[src/pkg/ssr_defs.vh]
// Purpose: shared constants of the status reporting block
// Assumes: included by bare name from every design file
// Notes:   definitions only
`ifndef SSR_DEFS_VH
`define SSR_DEFS_VH

`define SSR_W          16
`define SSR_MSB_MASK   16'h7fff

// register select codes on the command port
`define SSR_REG_OPER   3'h0
`define SSR_REG_QUES   3'h1
`define SSR_REG_ESR    3'h2
`define SSR_REG_STB    3'h3
`define SSR_REG_SRE    3'h4

// part select codes
`define SSR_PART_COND  3'h0
`define SSR_PART_PTR   3'h1
`define SSR_PART_NTR   3'h2
`define SSR_PART_EVT   3'h3
`define SSR_PART_ENA   3'h4

// reset values
`define SSR_PTR_RST    16'h7fff
`define SSR_NTR_RST    16'h0000
`define SSR_ENA_RST    16'h0000
`define SSR_EVT_RST    16'h0000
`define SSR_SRE_RST    8'h00
`define SSR_STB_RST    8'h00

// status byte bit positions
`define SSR_STB_EQ     2
`define SSR_STB_QUES   3
`define SSR_STB_MAV    4
`define SSR_STB_ESB    5
`define SSR_STB_MSS    6
`define SSR_STB_OPER   7
`define SSR_SRE_GATE   8'hbf

// operation register bit carrying calibration status
`define SSR_OPER_CAL   0

`endif

[src/rtl/ssr_scpi_reg.v]
// Purpose: one five-part status register with edge filters and sum bit
// Assumes: i_cond comes from logic on i_ref_clk
// Notes:   bit 15 of every part is held at zero
`timescale 1ns/1ps
`include "ssr_defs.vh"

module ssr_scpi_reg #(
  parameter W = `SSR_W
) (
  // clock and reset
  input  wire         i_ref_clk,
  input  wire         i_rst,
  // live condition
  input  wire [W-1:0] i_cond,
  // access
  input  wire         i_wr,
  input  wire [2:0]   i_part,
  input  wire [W-1:0] i_wdata,
  input  wire         i_evt_clr,
  // parts and summary
  output wire [W-1:0] o_cond,
  output wire [W-1:0] o_ptr,
  output wire [W-1:0] o_ntr,
  output wire [W-1:0] o_evt,
  output wire [W-1:0] o_ena,
  output wire         o_sum
);

  wire [W-1:0] mask = {1'b0, {(W-1){1'b1}}};
  reg  [W-1:0] cond_r;
  reg  [W-1:0] ptr_r;
  reg  [W-1:0] ntr_r;
  reg  [W-1:0] evt_r;
  reg  [W-1:0] ena_r;
  wire [W-1:0] cond_now = i_cond & mask;
  wire [W-1:0] rise     = cond_now & ~cond_r;
  wire [W-1:0] fall     = ~cond_now & cond_r;
  wire [W-1:0] evt_nxt;

  // only filtered edges set events; set wins over the read clear
  assign evt_nxt = ((evt_r & ~{W{i_evt_clr}})
                   | (rise & ptr_r)
                   | (fall & ntr_r)) & mask;

  always @(posedge i_ref_clk) begin
    if (i_rst) begin
      cond_r <= {W{1'b0}};
      ptr_r  <= `SSR_PTR_RST;
      ntr_r  <= `SSR_NTR_RST;
      evt_r  <= `SSR_EVT_RST;
      ena_r  <= `SSR_ENA_RST;
    end else begin
      cond_r <= cond_now;
      evt_r  <= evt_nxt;
      if (i_wr && i_part == `SSR_PART_PTR) begin
        ptr_r <= i_wdata & mask;
      end
      if (i_wr && i_part == `SSR_PART_NTR) begin
        ntr_r <= i_wdata & mask;
      end
      if (i_wr && i_part == `SSR_PART_ENA) begin
        ena_r <= i_wdata & mask;
      end
    end
  end

  assign o_cond = cond_r;
  assign o_ptr  = ptr_r;
  assign o_ntr  = ntr_r;
  assign o_evt  = evt_r;
  assign o_ena  = ena_r;
  assign o_sum  = |(evt_r & ena_r);

endmodule // ssr_scpi_reg

[src/rtl/ssr_stb.v]
// Purpose: status byte, service request enable and service request
// Assumes: summary inputs come from logic on i_ref_clk
// Notes:   o_srq is a one-cycle pulse
`timescale 1ns/1ps
`include "ssr_defs.vh"

module ssr_stb (
  // clock and reset
  input  wire       i_ref_clk,
  input  wire       i_rst,
  // sources
  input  wire       i_err_nonempty,
  input  wire       i_ques_sum,
  input  wire       i_msg_avail,
  input  wire       i_esb,
  input  wire       i_oper_sum,
  // enable mask access
  input  wire       i_sre_wr,
  input  wire [7:0] i_sre_wdata,
  // results
  output reg  [7:0] o_stb,
  output reg  [7:0] o_sre,
  output reg        o_srq
);

  reg [7:0] base;
  reg [7:0] stb_nxt;
  reg       srq_nxt;

  always @* begin
    base                = 8'h00;  // bits 0 and 1 stay unused
    base[`SSR_STB_EQ]   = i_err_nonempty;
    base[`SSR_STB_QUES] = i_ques_sum;
    base[`SSR_STB_MAV]  = i_msg_avail;
    base[`SSR_STB_ESB]  = i_esb;
    base[`SSR_STB_OPER] = i_oper_sum;
    stb_nxt             = base;
    // mss summarises the enabled bits; sre bit 6 never gates
    stb_nxt[`SSR_STB_MSS] = |(base & o_sre & `SSR_SRE_GATE);
    srq_nxt = |(base & ~o_stb & o_sre & `SSR_SRE_GATE);
  end

  always @(posedge i_ref_clk) begin
    if (i_rst) begin
      o_stb <= `SSR_STB_RST;
      o_sre <= `SSR_SRE_RST;
      o_srq <= 1'b0;
    end else begin
      o_stb <= stb_nxt;
      o_srq <= srq_nxt;
      if (i_sre_wr) begin
        o_sre <= i_sre_wdata;
      end
    end
  end

endmodule // ssr_stb

[src/rtl/ssr_top.v]
// Purpose: hierarchical status reporting with service request output
// Assumes: command port and status inputs come from logic on i_ref_clk
// Notes:   registers are reached through the query command port; o_stb and o_sre are also driven out directly
`timescale 1ns/1ps
`include "ssr_defs.vh"

module ssr_top #(
  parameter W = `SSR_W
) (
  // clock and reset
  input  wire         i_ref_clk,
  input  wire         i_rst,
  // hardware status
  input  wire         i_cal_busy,
  input  wire [W-1:0] i_oper_status,
  input  wire [W-1:0] i_ques_status,
  input  wire [W-1:0] i_esr_status,
  input  wire         i_err_nonempty,
  input  wire         i_outbuf_nonempty,
  // query command port
  input  wire         i_cmd_valid,
  input  wire         i_cmd_wr,
  input  wire [2:0]   i_cmd_reg,
  input  wire [2:0]   i_cmd_part,
  input  wire [W-1:0] i_cmd_wdata,
  input  wire         i_serial_poll,
  // responses
  output reg          o_rsp_valid,
  output reg  [W-1:0] o_rsp_data,
  output reg          o_cmd_err,
  // service request and status byte
  output wire         o_srq,
  output wire [7:0]   o_stb,
  output wire [7:0]   o_sre
);

  // picks one of the five parts of a register
  function [W-1:0] pick_part;
    input [2:0]   part;
    input [W-1:0] cond;
    input [W-1:0] ptr;
    input [W-1:0] ntr;
    input [W-1:0] evt;
    input [W-1:0] ena;
    begin
      case (part)
        `SSR_PART_COND: pick_part = cond;
        `SSR_PART_PTR:  pick_part = ptr;
        `SSR_PART_NTR:  pick_part = ntr;
        `SSR_PART_EVT:  pick_part = evt;
        `SSR_PART_ENA:  pick_part = ena;
        default:        pick_part = {W{1'b0}};
      endcase
    end
  endfunction

  // true when a part may be written
  function part_writable;
    input [2:0] part;
    begin
      part_writable = (part == `SSR_PART_PTR) ||
                      (part == `SSR_PART_NTR) ||
                      (part == `SSR_PART_ENA);
    end
  endfunction

  // true when a part code names one of the five parts
  function part_valid;
    input [2:0] part;
    begin
      part_valid = (part <= `SSR_PART_ENA);
    end
  endfunction

  // command decode; a serial poll takes the cycle and refuses a command
  wire cmd_ok   = i_cmd_valid & ~i_serial_poll;
  wire cmd_rd   = cmd_ok & ~i_cmd_wr;
  wire cmd_wr   = cmd_ok & i_cmd_wr;
  wire sel_oper = (i_cmd_reg == `SSR_REG_OPER);
  wire sel_ques = (i_cmd_reg == `SSR_REG_QUES);
  wire sel_esr  = (i_cmd_reg == `SSR_REG_ESR);
  wire sel_stb  = (i_cmd_reg == `SSR_REG_STB);
  wire sel_sre  = (i_cmd_reg == `SSR_REG_SRE);
  wire sel_scpi = sel_oper | sel_ques | sel_esr;
  wire wr_scpi  = cmd_wr & part_writable(i_cmd_part);
  wire evt_rd   = cmd_rd & (i_cmd_part == `SSR_PART_EVT);

  // per-register part buses
  wire [W-1:0] oper_cond;
  wire [W-1:0] oper_ptr;
  wire [W-1:0] oper_ntr;
  wire [W-1:0] oper_evt;
  wire [W-1:0] oper_ena;
  wire         oper_sum;
  wire [W-1:0] ques_cond;
  wire [W-1:0] ques_ptr;
  wire [W-1:0] ques_ntr;
  wire [W-1:0] ques_evt;
  wire [W-1:0] ques_ena;
  wire         ques_sum;
  wire [W-1:0] esr_cond;
  wire [W-1:0] esr_ptr;
  wire [W-1:0] esr_ntr;
  wire [W-1:0] esr_evt;
  wire [W-1:0] esr_ena;
  wire         esr_sum;

  // calibration status replaces operation bit 0
  reg [W-1:0] oper_live;
  always @* begin
    oper_live                 = i_oper_status;
    oper_live[`SSR_OPER_CAL]  = i_cal_busy;
  end

  ssr_scpi_reg #(
    .W (W)
  ) u_oper (
    .i_ref_clk (i_ref_clk),
    .i_rst     (i_rst),
    .i_cond    (oper_live),
    .i_wr      (wr_scpi & sel_oper),
    .i_part    (i_cmd_part),
    .i_wdata   (i_cmd_wdata),
    .i_evt_clr (evt_rd & sel_oper),
    .o_cond    (oper_cond),
    .o_ptr     (oper_ptr),
    .o_ntr     (oper_ntr),
    .o_evt     (oper_evt),
    .o_ena     (oper_ena),
    .o_sum     (oper_sum)
  );

  ssr_scpi_reg #(
    .W (W)
  ) u_ques (
    .i_ref_clk (i_ref_clk),
    .i_rst     (i_rst),
    .i_cond    (i_ques_status),
    .i_wr      (wr_scpi & sel_ques),
    .i_part    (i_cmd_part),
    .i_wdata   (i_cmd_wdata),
    .i_evt_clr (evt_rd & sel_ques),
    .o_cond    (ques_cond),
    .o_ptr     (ques_ptr),
    .o_ntr     (ques_ntr),
    .o_evt     (ques_evt),
    .o_ena     (ques_ena),
    .o_sum     (ques_sum)
  );

  // the standard event register uses the same five-part structure
  ssr_scpi_reg #(
    .W (W)
  ) u_esr (
    .i_ref_clk (i_ref_clk),
    .i_rst     (i_rst),
    .i_cond    (i_esr_status),
    .i_wr      (wr_scpi & sel_esr),
    .i_part    (i_cmd_part),
    .i_wdata   (i_cmd_wdata),
    .i_evt_clr (evt_rd & sel_esr),
    .o_cond    (esr_cond),
    .o_ptr     (esr_ptr),
    .o_ntr     (esr_ntr),
    .o_evt     (esr_evt),
    .o_ena     (esr_ena),
    .o_sum     (esr_sum)
  );

  // summaries become condition bits of the status byte
  ssr_stb u_stb (
    .i_ref_clk      (i_ref_clk),
    .i_rst          (i_rst),
    .i_err_nonempty (i_err_nonempty),
    .i_ques_sum     (ques_sum),
    .i_msg_avail    (i_outbuf_nonempty),
    .i_esb          (esr_sum),
    .i_oper_sum     (oper_sum),
    .i_sre_wr       (cmd_wr & sel_sre),
    .i_sre_wdata    (i_cmd_wdata[7:0]),
    .o_stb          (o_stb),
    .o_sre          (o_sre),
    .o_srq          (o_srq)
  );

  // read data and refusal decode
  reg [W-1:0] rd_data;
  reg         bad_cmd;
  always @* begin
    rd_data = {W{1'b0}};
    bad_cmd = 1'b0;
    if (i_serial_poll) begin
      rd_data = {{(W-8){1'b0}}, o_stb};
      bad_cmd = i_cmd_valid;
    end else if (cmd_ok) begin
      if (sel_oper) begin
        rd_data = pick_part(i_cmd_part, oper_cond, oper_ptr,
                            oper_ntr, oper_evt, oper_ena);
      end else if (sel_ques) begin
        rd_data = pick_part(i_cmd_part, ques_cond, ques_ptr,
                            ques_ntr, ques_evt, ques_ena);
      end else if (sel_esr) begin
        rd_data = pick_part(i_cmd_part, esr_cond, esr_ptr,
                            esr_ntr, esr_evt, esr_ena);
      end else if (sel_stb) begin
        rd_data = {{(W-8){1'b0}}, o_stb};
      end else if (sel_sre) begin
        rd_data = {{(W-8){1'b0}}, o_sre};
      end
      if (sel_scpi) begin
        bad_cmd = ~part_valid(i_cmd_part) |
                  (i_cmd_wr & ~part_writable(i_cmd_part));
      end else if (sel_stb) begin
        bad_cmd = i_cmd_wr;
      end else if (!sel_sre) begin
        bad_cmd = 1'b1;
      end
    end
  end

  // answers come one cycle after the request; writes give no answer
  always @(posedge i_ref_clk) begin
    if (i_rst) begin
      o_rsp_valid <= 1'b0;
      o_rsp_data  <= {W{1'b0}};
      o_cmd_err   <= 1'b0;
    end else begin
      o_rsp_valid <= i_serial_poll | cmd_rd;
      o_rsp_data  <= rd_data & `SSR_MSB_MASK;
      o_cmd_err   <= bad_cmd;
    end
  end

endmodule // ssr_top

[config.mk]
export PLATFORM = sky130hd
export DESIGN_NAME = ssr_top
export DESIGN_NICKNAME = d
export VERILOG_FILES = /design/src/rtl/ssr_scpi_reg.v /design/src/rtl/ssr_stb.v /design/src/rtl/ssr_top.v
export VERILOG_INCLUDE_DIRS = /design/src /design/src/pkg
export SDC_FILE = /design/constraint.sdc
export NUM_CORES = 1
export LEC_CHECK = 0
export ABC_CLOCK_PERIOD_IN_PS = 3100
export BUFFER_PORTS_ARGS = -buffer_cell sky130_fd_sc_hd__buf_2
export CAP_MARGIN = 5
export CORE_MARGIN = 2
export CORE_UTILIZATION = 25
export DETAILED_ROUTE_END_ITERATION = 10
export HOLD_SLACK_MARGIN = 0.05
export PLACE_DENSITY = 0.46
export SYNTH_ARGS = -nofsm -noshare
export SYNTH_HDL_FRONTEND = slang
export SYNTH_HIERARCHICAL = 1
export SYNTH_SLANG_ARGS = --single-unit
[constraint.sdc]
create_clock -name i_ref_clk -period 3.1 [get_ports i_ref_clk]
set_input_delay 0.62 -clock i_ref_clk [delete_from_list [all_inputs] [get_ports i_ref_clk]]
set_output_delay 0.62 -clock i_ref_clk [all_outputs]
set_load 0.1 [all_outputs]
After elaboration in Yosys (flattened, before gate mapping)
Index checks and enable logic that the tools add are counted.
- output and inout port bits: 35
- flip-flop bits (word level): 260
- word-level logic and storage cells: 126
- input port bits: 78
- eq/ne operators: 8
- $lt $le $gt $ge: 1
- muxes and demuxes: 15
- bitwise gates (word level): 59
- reductions and logical operators: 19
- operators with widths (cell ; number):
    bitwise AND 15 bit ; 18
    one-hot mux 15 bit (5 select lines) ; 3
    inverter 15 bit ; 9
    OR 15 bit ; 6
    OR reduction 16 bit ; 3
    2-to-1 mux 15 bit ; 3
    2-to-1 mux 8 bit ; 4
    bitwise AND 8 bit ; 3
    OR reduction 7 bit ; 2
    bitwise AND 1 bit ; 13
    == test 3 x 2 -> 1 bit (second input constant) ; 4
    logical AND 1 bit ; 9
    inverter 8 bit ; 1
    == test 3 x 1 -> 1 bit (second input constant) ; 2
    == test 3 bit (second input constant) ; 2
    logical NOT 3 bit ; 2
    2-to-1 mux 1 bit ; 5
    inverter 1 bit ; 5
    OR 1 bit ; 4
    less-or-equal comparator 3 bit (second input constant) ; 1
    OR reduction 3 bit ; 1
    logical OR 1 bit ; 2

Logic depth before layout (Yosys ltp)
Gate-level depths: netlist (run 1).
- depth in word-level cells: 9
- depth in mapped cells: 10
- mapped depth without buffers: 8

By module
Netlist (run 1), hierarchy kept.
- modules (own cells, without submodules) (module ; cells each ; times used ; area each (um^2) ; seq. area each (um^2)):
    ssr_scpi_reg ; 306 ; 3 ; 2867.8 ; 1501.4
    ssr_top ; 391 ; 1 ; 2846.5 ; 340.3
    ssr_stb ; 51 ; 1 ; 535.5 ; 300.3

Least setup slack after synthesis (run 1)
Ideal clock, no wire load.
- path kind: input to register
- start: in i_cmd_reg[2]
- end: reg u_oper.ptr_r[4] (netlist: u_oper/o_ptr[4])
- setup slack: 0.636 ns
- data required time: 2.980 ns
- path buffers: 4
- stages: 9
- data arrival time: 2.345 ns
- library setup time: 0.120 ns
- cells stage by stage: buf_2 -> or3_1 -> clkbuf_1 -> clkbuf_1 -> nor2_1 -> and4bb_4 -> buf_4 -> nor2b_1 -> a211o_1
- longest elaborated chain between the ends: 3
- RTL lines (item ; line ; RTL):
    start: declaration ; ssr_top.v:23 ; input wire [2:0] i_cmd_reg,
    logical NOT 3 bit (no line) ; n/a ;
    bitwise AND 1 bit ; ssr_top.v:121 ; .i_wr (wr_scpi & sel_oper),
    logical AND 1 bit (no line) ; n/a ;
    end signal: assignment ; ssr_scpi_reg.v:48 ; ptr_r <= `SSR_PTR_RST;
    end signal: assignment ; ssr_scpi_reg.v:56 ; ptr_r <= i_wdata & mask;
    end: declaration ; ssr_scpi_reg.v:31 ; reg [W-1:0] ptr_r;
Every way passes these cells.
A chain may end at the register's enable or synchronous reset.

Final worst setup path (run 1)
- start: in i_cmd_part[2]
- end: reg u_esr.ptr_r[14] (netlist: u_esr/o_ptr[14])
- longest elaborated chain between the ends: 6
- elaborated cells on any way between the ends: 8
- classes of those cells: 3 x eq/ne; 2 x bitwise; 3 x reduce/logical
- RTL lines (item ; line ; RTL):
    start: declaration ; ssr_top.v:24 ; input wire [2:0] i_cmd_part,
    == test 3 x 1 -> 1 bit (no line) / == test 3 x 2 -> 1 bit (equally long branches) ; n/a ;
    logical OR 1 bit (2 in a row) ; ssr_top.v:61 ; part_writable = (part == `SSR_PART_PTR) ||
    bitwise AND 1 bit ; ssr_top.v:85 ; wire wr_scpi = cmd_wr & part_writable(i_cmd_part);
    bitwise AND 1 bit ; ssr_top.v:158 ; .i_wr (wr_scpi & sel_esr),
    logical AND 1 bit (no line) * ; n/a ;
    end signal: assignment ; ssr_scpi_reg.v:48 ;
    end signal: assignment ; ssr_scpi_reg.v:56 ;
    end: declaration ; ssr_scpi_reg.v:31 ;
Mark *: on every way between the ends. The rest lies on a longest branch, timed or not.

==> results of run 1 <==
## final timing paths
path / startpoint / end / slack (ns) / cells past startpoint
setup / recovery: i_cmd_part[2] / u_esr/o_ptr[14] / 0.82 / 9
hold / removal: i_oper_status[4] / u_oper/o_cond[4] / 0.29 / 2
setup reg to reg: u_esr/o_evt[2] / o_rsp_data[2] / 1.21 / 6
hold reg to reg: u_esr/o_ntr[1] / u_esr/o_ntr[1] / 0.47 / 2
## final cells by class
cell class | count | area (um2) | area share
antenna | 1 | 2.50 | 0.000178
clock buffer | 42 | 835 | 0.0593
clock inverter | 11 | 114 | 0.00809
inverter | 6 | 22.5 | 0.00160
multi-input combinational | 990 | 6190 | 0.439
sequential | 257 | 5140 | 0.365
tap | 607 | 759 | 0.0539
timing repair buffer | 162 | 1010 | 0.0721
## power by group through the flow
stage	combinational [W]	sequential, W	clock (W)
finish	0.000732	0.00347	0.00347
global route	0.000785	0.00348	0.00367
CTS	0.000726	0.00347	0.00355
detailed placement	0.000725	0.00354	0
global placement	0.000720	0.00354	0
floorplan	0.000370	0.00357	0
## metrics by stage
| stage | total power [W] | utilization | instances | instance area [um2] | hold WS, ns |
|---|---|---|---|---|---|
| floorplan | 0.00394 | - | 1343 | 11900 | 0.444 |
| global placement | 0.00426 | 0.281 | 2022 | 13100 | 0.458 |
| detailed placement | 0.00426 | 0.281 | 2022 | 13100 | 0.465 |
| CTS | 0.00775 | 0.302 | 2075 | 14100 | 0.263 |
| global route | 0.00793 | 0.302 | 2075 | 14100 | 0.290 |
| finish | 0.00767 | 0.302 | 2076 | 14100 | 0.290 |
## flip-flops by register name, summed over array words and instances, names as in the netlist
signal,flops
u_ques/o_evt,15
u_ques/o_ena,15
u_ques/o_cond,15
u_oper/o_evt,15
o_rsp_valid,1
u_oper/o_cond,15
u_ques/o_ptr,15
u_oper/o_ena,15
o_cmd_err,1
u_esr/o_ptr,15
u_oper/o_ptr,15
u_stb/o_sre,8
o_rsp_data,15
u_esr/o_ntr,15
u_stb/o_stb,6
u_esr/o_ena,15
u_ques/o_ntr,15
u_esr/o_cond,15
u_esr/o_evt,15
u_stb/o_srq,1
u_oper/o_ntr,15
## metal layers
layer | vias up | global-route usage | part of all wire | wire length (um)
li1 | 5054 | - | - | -
met1 | 5174 | 0.240 | 0.45 | 20400
met2 | 362 | 0.281 | 0.45 | 20300
met3 | 71 | 0.0428 | 0.074 | 3390
met4 | 0 | 0.0575 | 0.032 | 1480
met5 | - | 0 | 0 | 0
## critical path, delay by kind of cell
family / cells / cell delay (ns)
AND/OR/NAND/NOR: 4 / 1.22
buffers and inverters: 2 / 0.23
AO/OA/AOI/OAI: 3 / 0.65
==> impl_results.md, run 1 <==
* Run status: finished, violations left
* Violated checks: design-rule violations
* GRT overflow at 0
* Starting density of the core at 0.254
* Post-cts resize count at 0
* Power share of the clock group at 0.452
* Sw Share at 0.262
* Worst path most repeated cell: nor2b_1
* Port bufs at 104
* Skew-Pair Late Insertion Delay at 0.57 ns
* Number of CTS-inserted buffers at 29
* Drt pass-1 iters at 9
* Max Cap Violations at 0
* Routed Antenna Nets at 0
* Clock-pin slew on the worst setup and hold paths at 0.06 ns
* CTS root buf: clkbuf_16
* Yosys warning count at 6
* CP endpoint kind: register
* Post-CTS Hold Fix Bufs at 0
* GRT Util Overall at 0.178
* Core ar. at 46700 um2
* Setup TNS at 0 ns
* Detailed Route Iter0 Violations at 1135
* Critical path's slowest cell: and4bb_4
* FMAX at 439 MHz
* Die footprint at 49200 um2
* CP Class: in -> reg
* Sw power at 0.00201 W
* Setup WS post-layout at 0.824 ns
* Clock Sink Count at 257
* Worst Max-Slew Pin Slew at 0.905 ns
* Unrepaired setup endpoints after global routing: no
* Synth Area per Inst at 8.84 um2
* Initial antenna violation count at 1
* I/O pin count at 113
* Final min period at 2.28 ns
* Hpwl dp at 31.6 mm
* Share of cells above drive strength 1 at 0.163
* Post-Synthesis Cells at 1342
* Final #Nets at 1524
* Setup Buffers After CTS at 0
* CTS Buffer Depth at 3
* Die Y at 222 um
* Internal at 0.00566 W
* Seq pwr share at 0.452
* Routed vias at 10661
* Area growth from synthesis to layout at 18.7%
* Final number of setup-violating endpoints at 0
* Filler cells at 4935
* Worst EP required at 3.55 ns
* Crit Path Max Fanout at 30
* Largest net degree at the start of global routing at 182
* Fin crit share at 0.734
* GP Congestion at 0.845
* Worst endpoint data arrival time at 2.72 ns
* Critical path startpoint category: primary input
* DR WL/cell at 22.0 um
* Row cnt at 79
* Final Skew at 0.0223 ns
* Hold Vio Cnt, Final at 0
* Max_slew headroom at 0.397
* First-pass GRT wire length at 66.9 mm
* Area of the mapped netlist at 11900 um2
* Logic pwr share at 0.095
* Max VDD drop at 0.414 mV
* Pwr Density at 545 nW/um2
* Most common cell after layout, fill and taps aside: dfxtp_1
* Post-DR vias/cell at 5.14
* CP cell instances: buf_2 > nor2b_1 > inv_1 > a21oi_1 > o211ai_1 > nor2_1 > and4bb_4 > nor2b_1 > a211o_1
* Slew Limit Fails at 0
* H-tree Lvls at 1
* Most frequent cells in the layout: dfxtp_1, nand2_1, a21oi_1
* Die width at 222 um
* CTS tree: yes
* CP peak stage delay at 0.60 ns
* Worst slack at placement at 0.260 ns
* Final wirelength at 45.6 mm
* Leakage at 4.92 nW
* Vias in the first global route at 10245
* Worst hold path class: in -> reg
* Residual DRC at 16
No activity file was read; power rests on OpenSTA's default activity.
==> run 2, diff against run 1 <==
--- a/config.mk
+++ b/config.mk
@@ -6,14 +6,15 @@
 export SDC_FILE = /design/constraint.sdc
 export NUM_CORES = 1
 export LEC_CHECK = 0
-export ABC_CLOCK_PERIOD_IN_PS = 3100
+export ABC_AREA = 1
+export ABC_CLOCK_PERIOD_IN_PS = 1950
 export BUFFER_PORTS_ARGS = -buffer_cell sky130_fd_sc_hd__buf_2
 export CAP_MARGIN = 5
 export CORE_MARGIN = 2
 export CORE_UTILIZATION = 25
 export DETAILED_ROUTE_END_ITERATION = 10
 export HOLD_SLACK_MARGIN = 0.05
-export PLACE_DENSITY = 0.46
+export PLACE_DENSITY = 0.47
 export SYNTH_ARGS = -nofsm -noshare
 export SYNTH_HDL_FRONTEND = slang
 export SYNTH_HIERARCHICAL = 1
==> constraint.sdc (replaced) <==
create_clock -name i_ref_clk -period 1.95 [get_ports i_ref_clk]
set_input_delay 0.39 -clock i_ref_clk [delete_from_list [all_inputs] [get_ports i_ref_clk]]
set_output_delay 0.39 -clock i_ref_clk [all_outputs]
set_load 0.1 [all_outputs]
==> run 2 against run 1 <==
Net effect:
- the run now ends clean
- highest routed layer unchanged
- sequential share of layout area is 4.5 points lower
- synthesized cell count is 52% higher
- largest power group is now the clock network
- total power increased by 68%
- non-clock buffer count up 90
- via count up 22%
==> impl_results.md, run 2 <==
* Run status: completed
* GRT Util Overall at 0.178 (about the same)
* CP endpoint kind: output port
* Final wirelength at 48.3 mm (+5.9%)
* Drt pass-1 iters at 5 (-4)
* Area of the mapped netlist at 13000 um2 (+9.2%)
* Skew-Pair Late Insertion Delay at 0.58 ns (about the same)
* Yosys warning count at 6 (unchanged)
* Hold Crit Depth at 3 (+1)
* Worst EP required at 1.56 ns (-1.99 ns)
* Max_slew headroom at 0.551 (+0.154)
* Critical path startpoint category: register
* Worst endpoint data arrival time at 1.51 ns (-1.21 ns)
* Leakage at 8.07 nW (+64%)
* Synth Area per Inst at 6.36 um2 (-28%)
* Max Cap Violations at 0 (unchanged)
* DR WL/cell at 16.5 um (-25%)
* Die footprint at 53700 um2 (+9.0%)
* Post-layout util at 0.313 (+0.0116)
* Most frequent cells in the layout: nand2_1, nor2_1, dfxtp_1
* Row cnt at 83 (+5.1%)
* Final number of setup-violating endpoints at 0 (unchanged)
* CTS root buf: clkbuf_16
* CP bufs+invs at 1 (-1)
* Combined area of the multi-input logic cells at 6240 um2 (+0.85%)
* Critical path's slowest cell: buf_2
* Core ar. at 51300 um2 (+10%)
* Hold Vio Cnt, Final at 0 (unchanged)
* Family with the most delay on the worst path: buffers and inverters
* Cells on worst reg2reg path at 12 (+6)
* Hpwl dp at 35.0 mm (+11%)
* Starting density of the core at 0.252 (-0.00174)
* Final #Nets at 2313 (+52%)
* Area growth from synthesis to layout at 24.1%
* Pwr Density at 799 nW/um2 (+47%)
* Crit Path Max Fanout at 3 (-90%)
* CP peak stage delay at 0.48 ns (-0.12 ns)
* Port bufs at 104 (unchanged)
* Hold Crit Endpoint: u_oper/o_cond[9]
* H-tree Lvls at 1 (unchanged)
* Residual DRC at 0 (-16)
* Most common cell after layout, fill and taps aside: nand2_1
* Slew Limit Fails at 0 (unchanged)
* Fin crit share at 0.975
* Filler cells at 5766 (+17%)
* Worst Max-Slew Pin Slew at 0.671 ns (-0.234 ns)
* CTS Buffer Depth at 3 (unchanged)
* Largest net degree at the start of global routing at 61 (-66%)
* Share of cells above drive strength 1 at 0.168 (+0.00519)
* Die Y at 232 um (+4.4%)
* Final Skew at 0.0197 ns (-0.00266 ns)
* Vias in the first global route at 12383 (+21%)
* CTS tree: yes
* Worst hold path class: in -> reg
* Clock-pin slew on the worst setup and hold paths at 0.06 ns (about the same)
* Post-DR vias/cell at 4.41 (-14%)
* CP Launch Point: u_stb/o_stb[6]
* Max VDD drop at 0.651 mV (+57%)
* Launching point of the worst reg2reg path: u_esr/o_evt[6]
* Detailed Route Iter0 Violations at 907 (-20%)
* Unrepaired setup endpoints after global routing: no
* Initial antenna violation count at 1 (unchanged)
* CP cell instances: buf_2
* Routed Antenna Nets at 0 (unchanged)
* FMAX at 526 MHz
* Antenna cells at 0 (-1)
* Die width at 232 um (+4.4%)
* Post-cts resize count at 0 (unchanged)
* Reg-to-reg setup timing slack at 0.35 ns (-0.86 ns)
* Final hold slack at 0.0601 ns (-0.230 ns)
* FF/Latch Area at 5140 um2 (unchanged)
* RR Endpoint: u_stb/o_srq
* GRT overflow at 0 (unchanged)
* First-pass GRT wire length at 72.7 mm (+8.7%)
* Final min period at 1.90 ns
* I/O pin count at 113 (unchanged)
* Post-Synthesis Cells at 2036 (+52%)
* CP Class: reg -> out
* Number of CTS-inserted buffers at 30 (+3.4%)
* Hold Path Origin: i_oper_status[9]
* Clock Sink Count at 257 (unchanged)
* GP Congestion at 0.863 (+2.0%)
* Routed vias at 12960 (+22%)
==> run 2: worst min-delay path, cell delays in order <==
cell and delay [ns]:
buf_2 0.09, inv_1 0.05, nor2_1 0.07
==> run 2: worst max-delay path by stage <==
stage	end	slack [ns]	depth (start not counted)
after global placement	o_rsp_data[13]	-0.36	11
after detailed placement	o_rsp_data[13]	-0.36	11
after floorplan	u_ques/o_ptr[9]	0.01	13
final	o_stb[6]	0.05	1
after global routing	o_stb[2]	0.007	1
after CTS	o_stb[6]	0.02	1
==> run 2: routing by layer <==
layer,GRT usage,routed length [um],up-vias
met1,0.244,22600,5950
met5,0,0,-
met3,0.0263,2790,58
li1,-,-,6616
met4,0.0379,1010,0
met2,0.296,21900,336
==> run 2: what timing repair did <==
action	4_1_cts	5_1_grt
endpoints found under the hold margin	25	0
hold buffers	25	0
setup buffers	0	0
==> run 2: layout make-up <==
| class | instances | share of cell area |
|---|---|---|
| clock buffers | 44 | 0.0556 |
| clock inverters | 9 | 0.00918 |
| flip-flops and latches | 257 | 0.320 |
| well taps | 680 | 0.0529 |
| inverters | 239 | 0.0564 |
| multi-input cells | 1455 | 0.388 |
| repair buffers | 252 | 0.118 |
==> run 2: where the power goes <==
group	total, W	internal [W]	switching [W]	leakage, nW
Combinational	0.00135	0.000434	0.000914	5.46
Sequential	0.00550	0.00539	0.000108	2.10
Clock	0.00600	0.00367	0.00233	0.512
==> run 2: through the flow <==
step / cell area (um2) / std cells / total power, W / TNS [ns] / setup slack, ns
global route: 16100 / 2936 / 0.0133 / 0 / 0.00702
CTS: 16100 / 2936 / 0.0130 / 0 / 0.0186
finish: 16100 / 2936 / 0.0129 / 0 / 0.0479
global placement: 14800 / 2858 / 0.00692 / -12.96 / -0.359
floorplan: 13000 / 2037 / 0.00637 / 0 / 0.0133
detailed placement: 14800 / 2858 / 0.00692 / -18.22 / -0.358
==> run 3, diff against run 2 <==
--- a/config.mk
+++ b/config.mk
@@ -7,14 +7,14 @@
 export NUM_CORES = 1
 export LEC_CHECK = 0
 export ABC_AREA = 1
-export ABC_CLOCK_PERIOD_IN_PS = 1950
+export ABC_CLOCK_PERIOD_IN_PS = 2200
 export BUFFER_PORTS_ARGS = -buffer_cell sky130_fd_sc_hd__buf_2
 export CAP_MARGIN = 5
 export CORE_MARGIN = 2
 export CORE_UTILIZATION = 25
 export DETAILED_ROUTE_END_ITERATION = 10
 export HOLD_SLACK_MARGIN = 0.05
-export PLACE_DENSITY = 0.47
+export PLACE_DENSITY = 0.46
 export SYNTH_ARGS = -nofsm -noshare
 export SYNTH_HDL_FRONTEND = slang
 export SYNTH_HIERARCHICAL = 1
==> constraint.sdc (replaced) <==
create_clock -name i_ref_clk -period 2.2 [get_ports i_ref_clk]
set_input_delay 0.44 -clock i_ref_clk [delete_from_list [all_inputs] [get_ports i_ref_clk]]
set_output_delay 0.44 -clock i_ref_clk [all_outputs]
set_load 0.1 [all_outputs]
==> run 3 against run 2 <==
Net effect:
- sequential power is 11% lower
- non-clock buffer count is 56 lower
- hold slack better by 0.072 ns
- clock-buffer cell count rose by 8
- design area shrank 1.6%
- global-route usage up 0.18 points
==> impl_results.md, run 3 (synthesis gave the netlist of run 2 again) <==
* Core ar. at 51300 um2 (unchanged)
* Die footprint at 53700 um2 (unchanged)
* Final hold slack at 0.132 ns (+0.0721 ns)
* Skew-Pair Late Insertion Delay at 0.54 ns (-0.04 ns)
* Hpwl dp at 34.3 mm (-2.1%)
* Post-CTS Hold Fix Bufs at 0 (-100%)
* Internal at 0.00863 W (-9.2%)
* Final number of setup-violating endpoints at 0 (unchanged)
* CTS root buf: clkbuf_16
* Reg-to-reg setup timing slack at 0.67 ns (+0.32 ns)
* Layout Cells excl Fill at 2886 (-1.7%)
* CTS tree: yes
* Hold Vio Cnt, Final at 0 (unchanged)
* Drt pass-1 iters at 5 (unchanged)
* GP Congestion at 0.836 (-3.1%)
* Critical path startpoint category: register
* First-pass GRT wire length at 72.7 mm (about the same)
* DR WL/cell at 16.7 um (+1.4%)
* CP Class: reg -> out
* Post-layout util at 0.308 (-0.00502)
* Max VDD drop at 0.412 mV (-37%)
* Final wirelength at 48.2 mm (-0.33%)
* Leakage at 7.89 nW (-2.2%)
* Max Cap Violations at 0 (unchanged)
* Logic pwr share at 0.099 (-0.006)
* Number of CTS-inserted buffers at 34 (+13%)
* Share of cells above drive strength 1 at 0.161 (-0.00707)
* Port bufs at 104 (unchanged)
* Cells on worst reg2reg path at 12 (unchanged)
* Family with the most delay on the worst path: buffers and inverters
* Most frequent cells in the layout: nand2_1, nor2_1, dfxtp_1
* Initial antenna violation count at 0 (-1)
* Area growth from synthesis to layout at 22.1%
* Power share of the clock group at 0.484 (+0.017)
* Worst endpoint data arrival time at 1.49 ns (-0.02 ns)
* Launching point of the worst reg2reg path: u_esr/o_evt[0]
* Residual DRC at 0 (unchanged)
* Detailed Route Iter0 Violations at 992 (+9.4%)
* Vias in the first global route at 11973 (-3.3%)
* Final min period at 1.93 ns
* Clock-pin slew on the worst setup and hold paths at 0.05 ns (about the same)
* Final #Nets at 2261 (-2.2%)
* Post-DR vias/cell at 4.45 (+0.89%)
* Placed cell count at 2827 (-1.1%)
* Setup TNS at 0 ns (unchanged)
* Hold Path Origin: i_oper_status[4]
* I/O pin count at 113 (unchanged)
* Critical path's slowest cell: buf_2
* Routed vias at 12853 (-0.83%)
* Fin crit share at 0.879
* CTS Buffer Depth at 3 (unchanged)
* Row cnt at 83 (unchanged)
* RR Endpoint: u_stb/o_srq
* GRT overflow at 0 (unchanged)
* Unrepaired setup endpoints after global routing: no
* Sw Share at 0.262 (+0.000827)
* Routed Antenna Nets at 0 (unchanged)
* Largest net degree at the start of global routing at 61 (unchanged)
* Hold Crit Depth at 3 (unchanged)
* CP bufs+invs at 1 (unchanged)
* Run status: completed
* Most common cell after layout, fill and taps aside: nand2_1
* Worst hold path class: in -> reg
* CP endpoint kind: output port
* Setup Buffers After CTS at 0 (unchanged)
* Crit Path Max Fanout at 5 (+2)
* Sw power at 0.00306 W (-8.8%)
* Pwr Density at 739 nW/um2 (-7.6%)
* Post-cts resize count at 0 (unchanged)
* Hold Crit Endpoint: u_oper/o_cond[4]
* Clock Sink Count at 257 (unchanged)
* Die Y at 232 um (unchanged)
* Seq pwr share at 0.417 (-0.011)
* Worst EP required at 1.76 ns (+0.20 ns)
* Die width at 232 um (unchanged)
* CP peak stage delay at 0.48 ns (about the same)
* Max_slew headroom at 0.525 (-0.0260)
* Slew Limit Fails at 0 (unchanged)
* Final Skew at 0.0178 ns (-0.00185 ns)
* Antenna cells at 0 (unchanged)
* CP cell instances: buf_2
* H-tree Lvls at 2 (+1)
* GRT Util Overall at 0.180 (+0.00179)
* FMAX at 517 MHz
* Starting density of the core at 0.252 (unchanged)
* Worst Max-Slew Pin Slew at 0.710 ns (+0.0389 ns)
==> run 3: cell count changes in the layout (fill, tap and decap cells not counted), sizes merged <==
cell	before	now
bufinv	4	1
clkinvlp	1	0
buf	227	196
clkbuf	44	52
dlygate4sd3	25	0
clkinv	5	7
==> run 3: power by group through the flow <==
stage,clock (W),combinational (W),sequential [W]
floorplan,0,0.000605,0.00504
global placement,0,0.00115,0.00497
detailed placement,0,0.00116,0.00497
CTS,0.00581,0.00116,0.00488
global route,0.00598,0.00127,0.00489
finish,0.00565,0.00115,0.00488
==> run 3: cell type report <==
type | count | area [um2]
Fill cell | 5708 | 35500
Clock inverter | 7 | 60.1
Inverter | 239 | 907
Multi-Input combinational cell | 1455 | 6240
Sequential cell | 257 | 5140
Timing Repair Buffer | 196 | 1540
Clock buffer | 52 | 1080
Tap cell | 680 | 851
==> run 3: per-stage QoR <==
step                area [um2]  total power (W)  worst slack (ns)
global placement         14700          0.00612            0.0326
global route             15800           0.0121             0.246
CTS                      15800           0.0118             0.256
detailed placement       14700          0.00613           0.00476
finish                   15800           0.0117             0.265
floorplan                13000          0.00564             0.213
==> run 3: how the worst max path moves through the flow <==
stage                    from         endpoint  slack (ns)  cells after the start
2_1_floorplan   i_cmd_part[0]  u_ques/o_ptr[9]        0.21                     13
3_3_place_gp    i_cmd_part[1]    o_rsp_data[6]        0.03                     14
3_5_place_dp    i_cmd_part[1]    o_rsp_data[6]       0.005                     14
4_1_cts        u_stb/o_sre[3]         o_sre[3]        0.26                      1
5_1_grt        u_stb/o_sre[7]         o_sre[7]        0.25                      1
6_report       u_stb/o_sre[2]         o_sre[2]        0.27                      1
==> run 3: metal layers <==
metal | global-route usage | part of all wire | vias up
met4 | 0.0665 | 0.030 | 0
li1 | - | - | 6516
met1 | 0.243 | 0.46 | 5925
met2 | 0.293 | 0.46 | 342
met5 | 0 | 0 | -
met3 | 0.0224 | 0.050 | 70
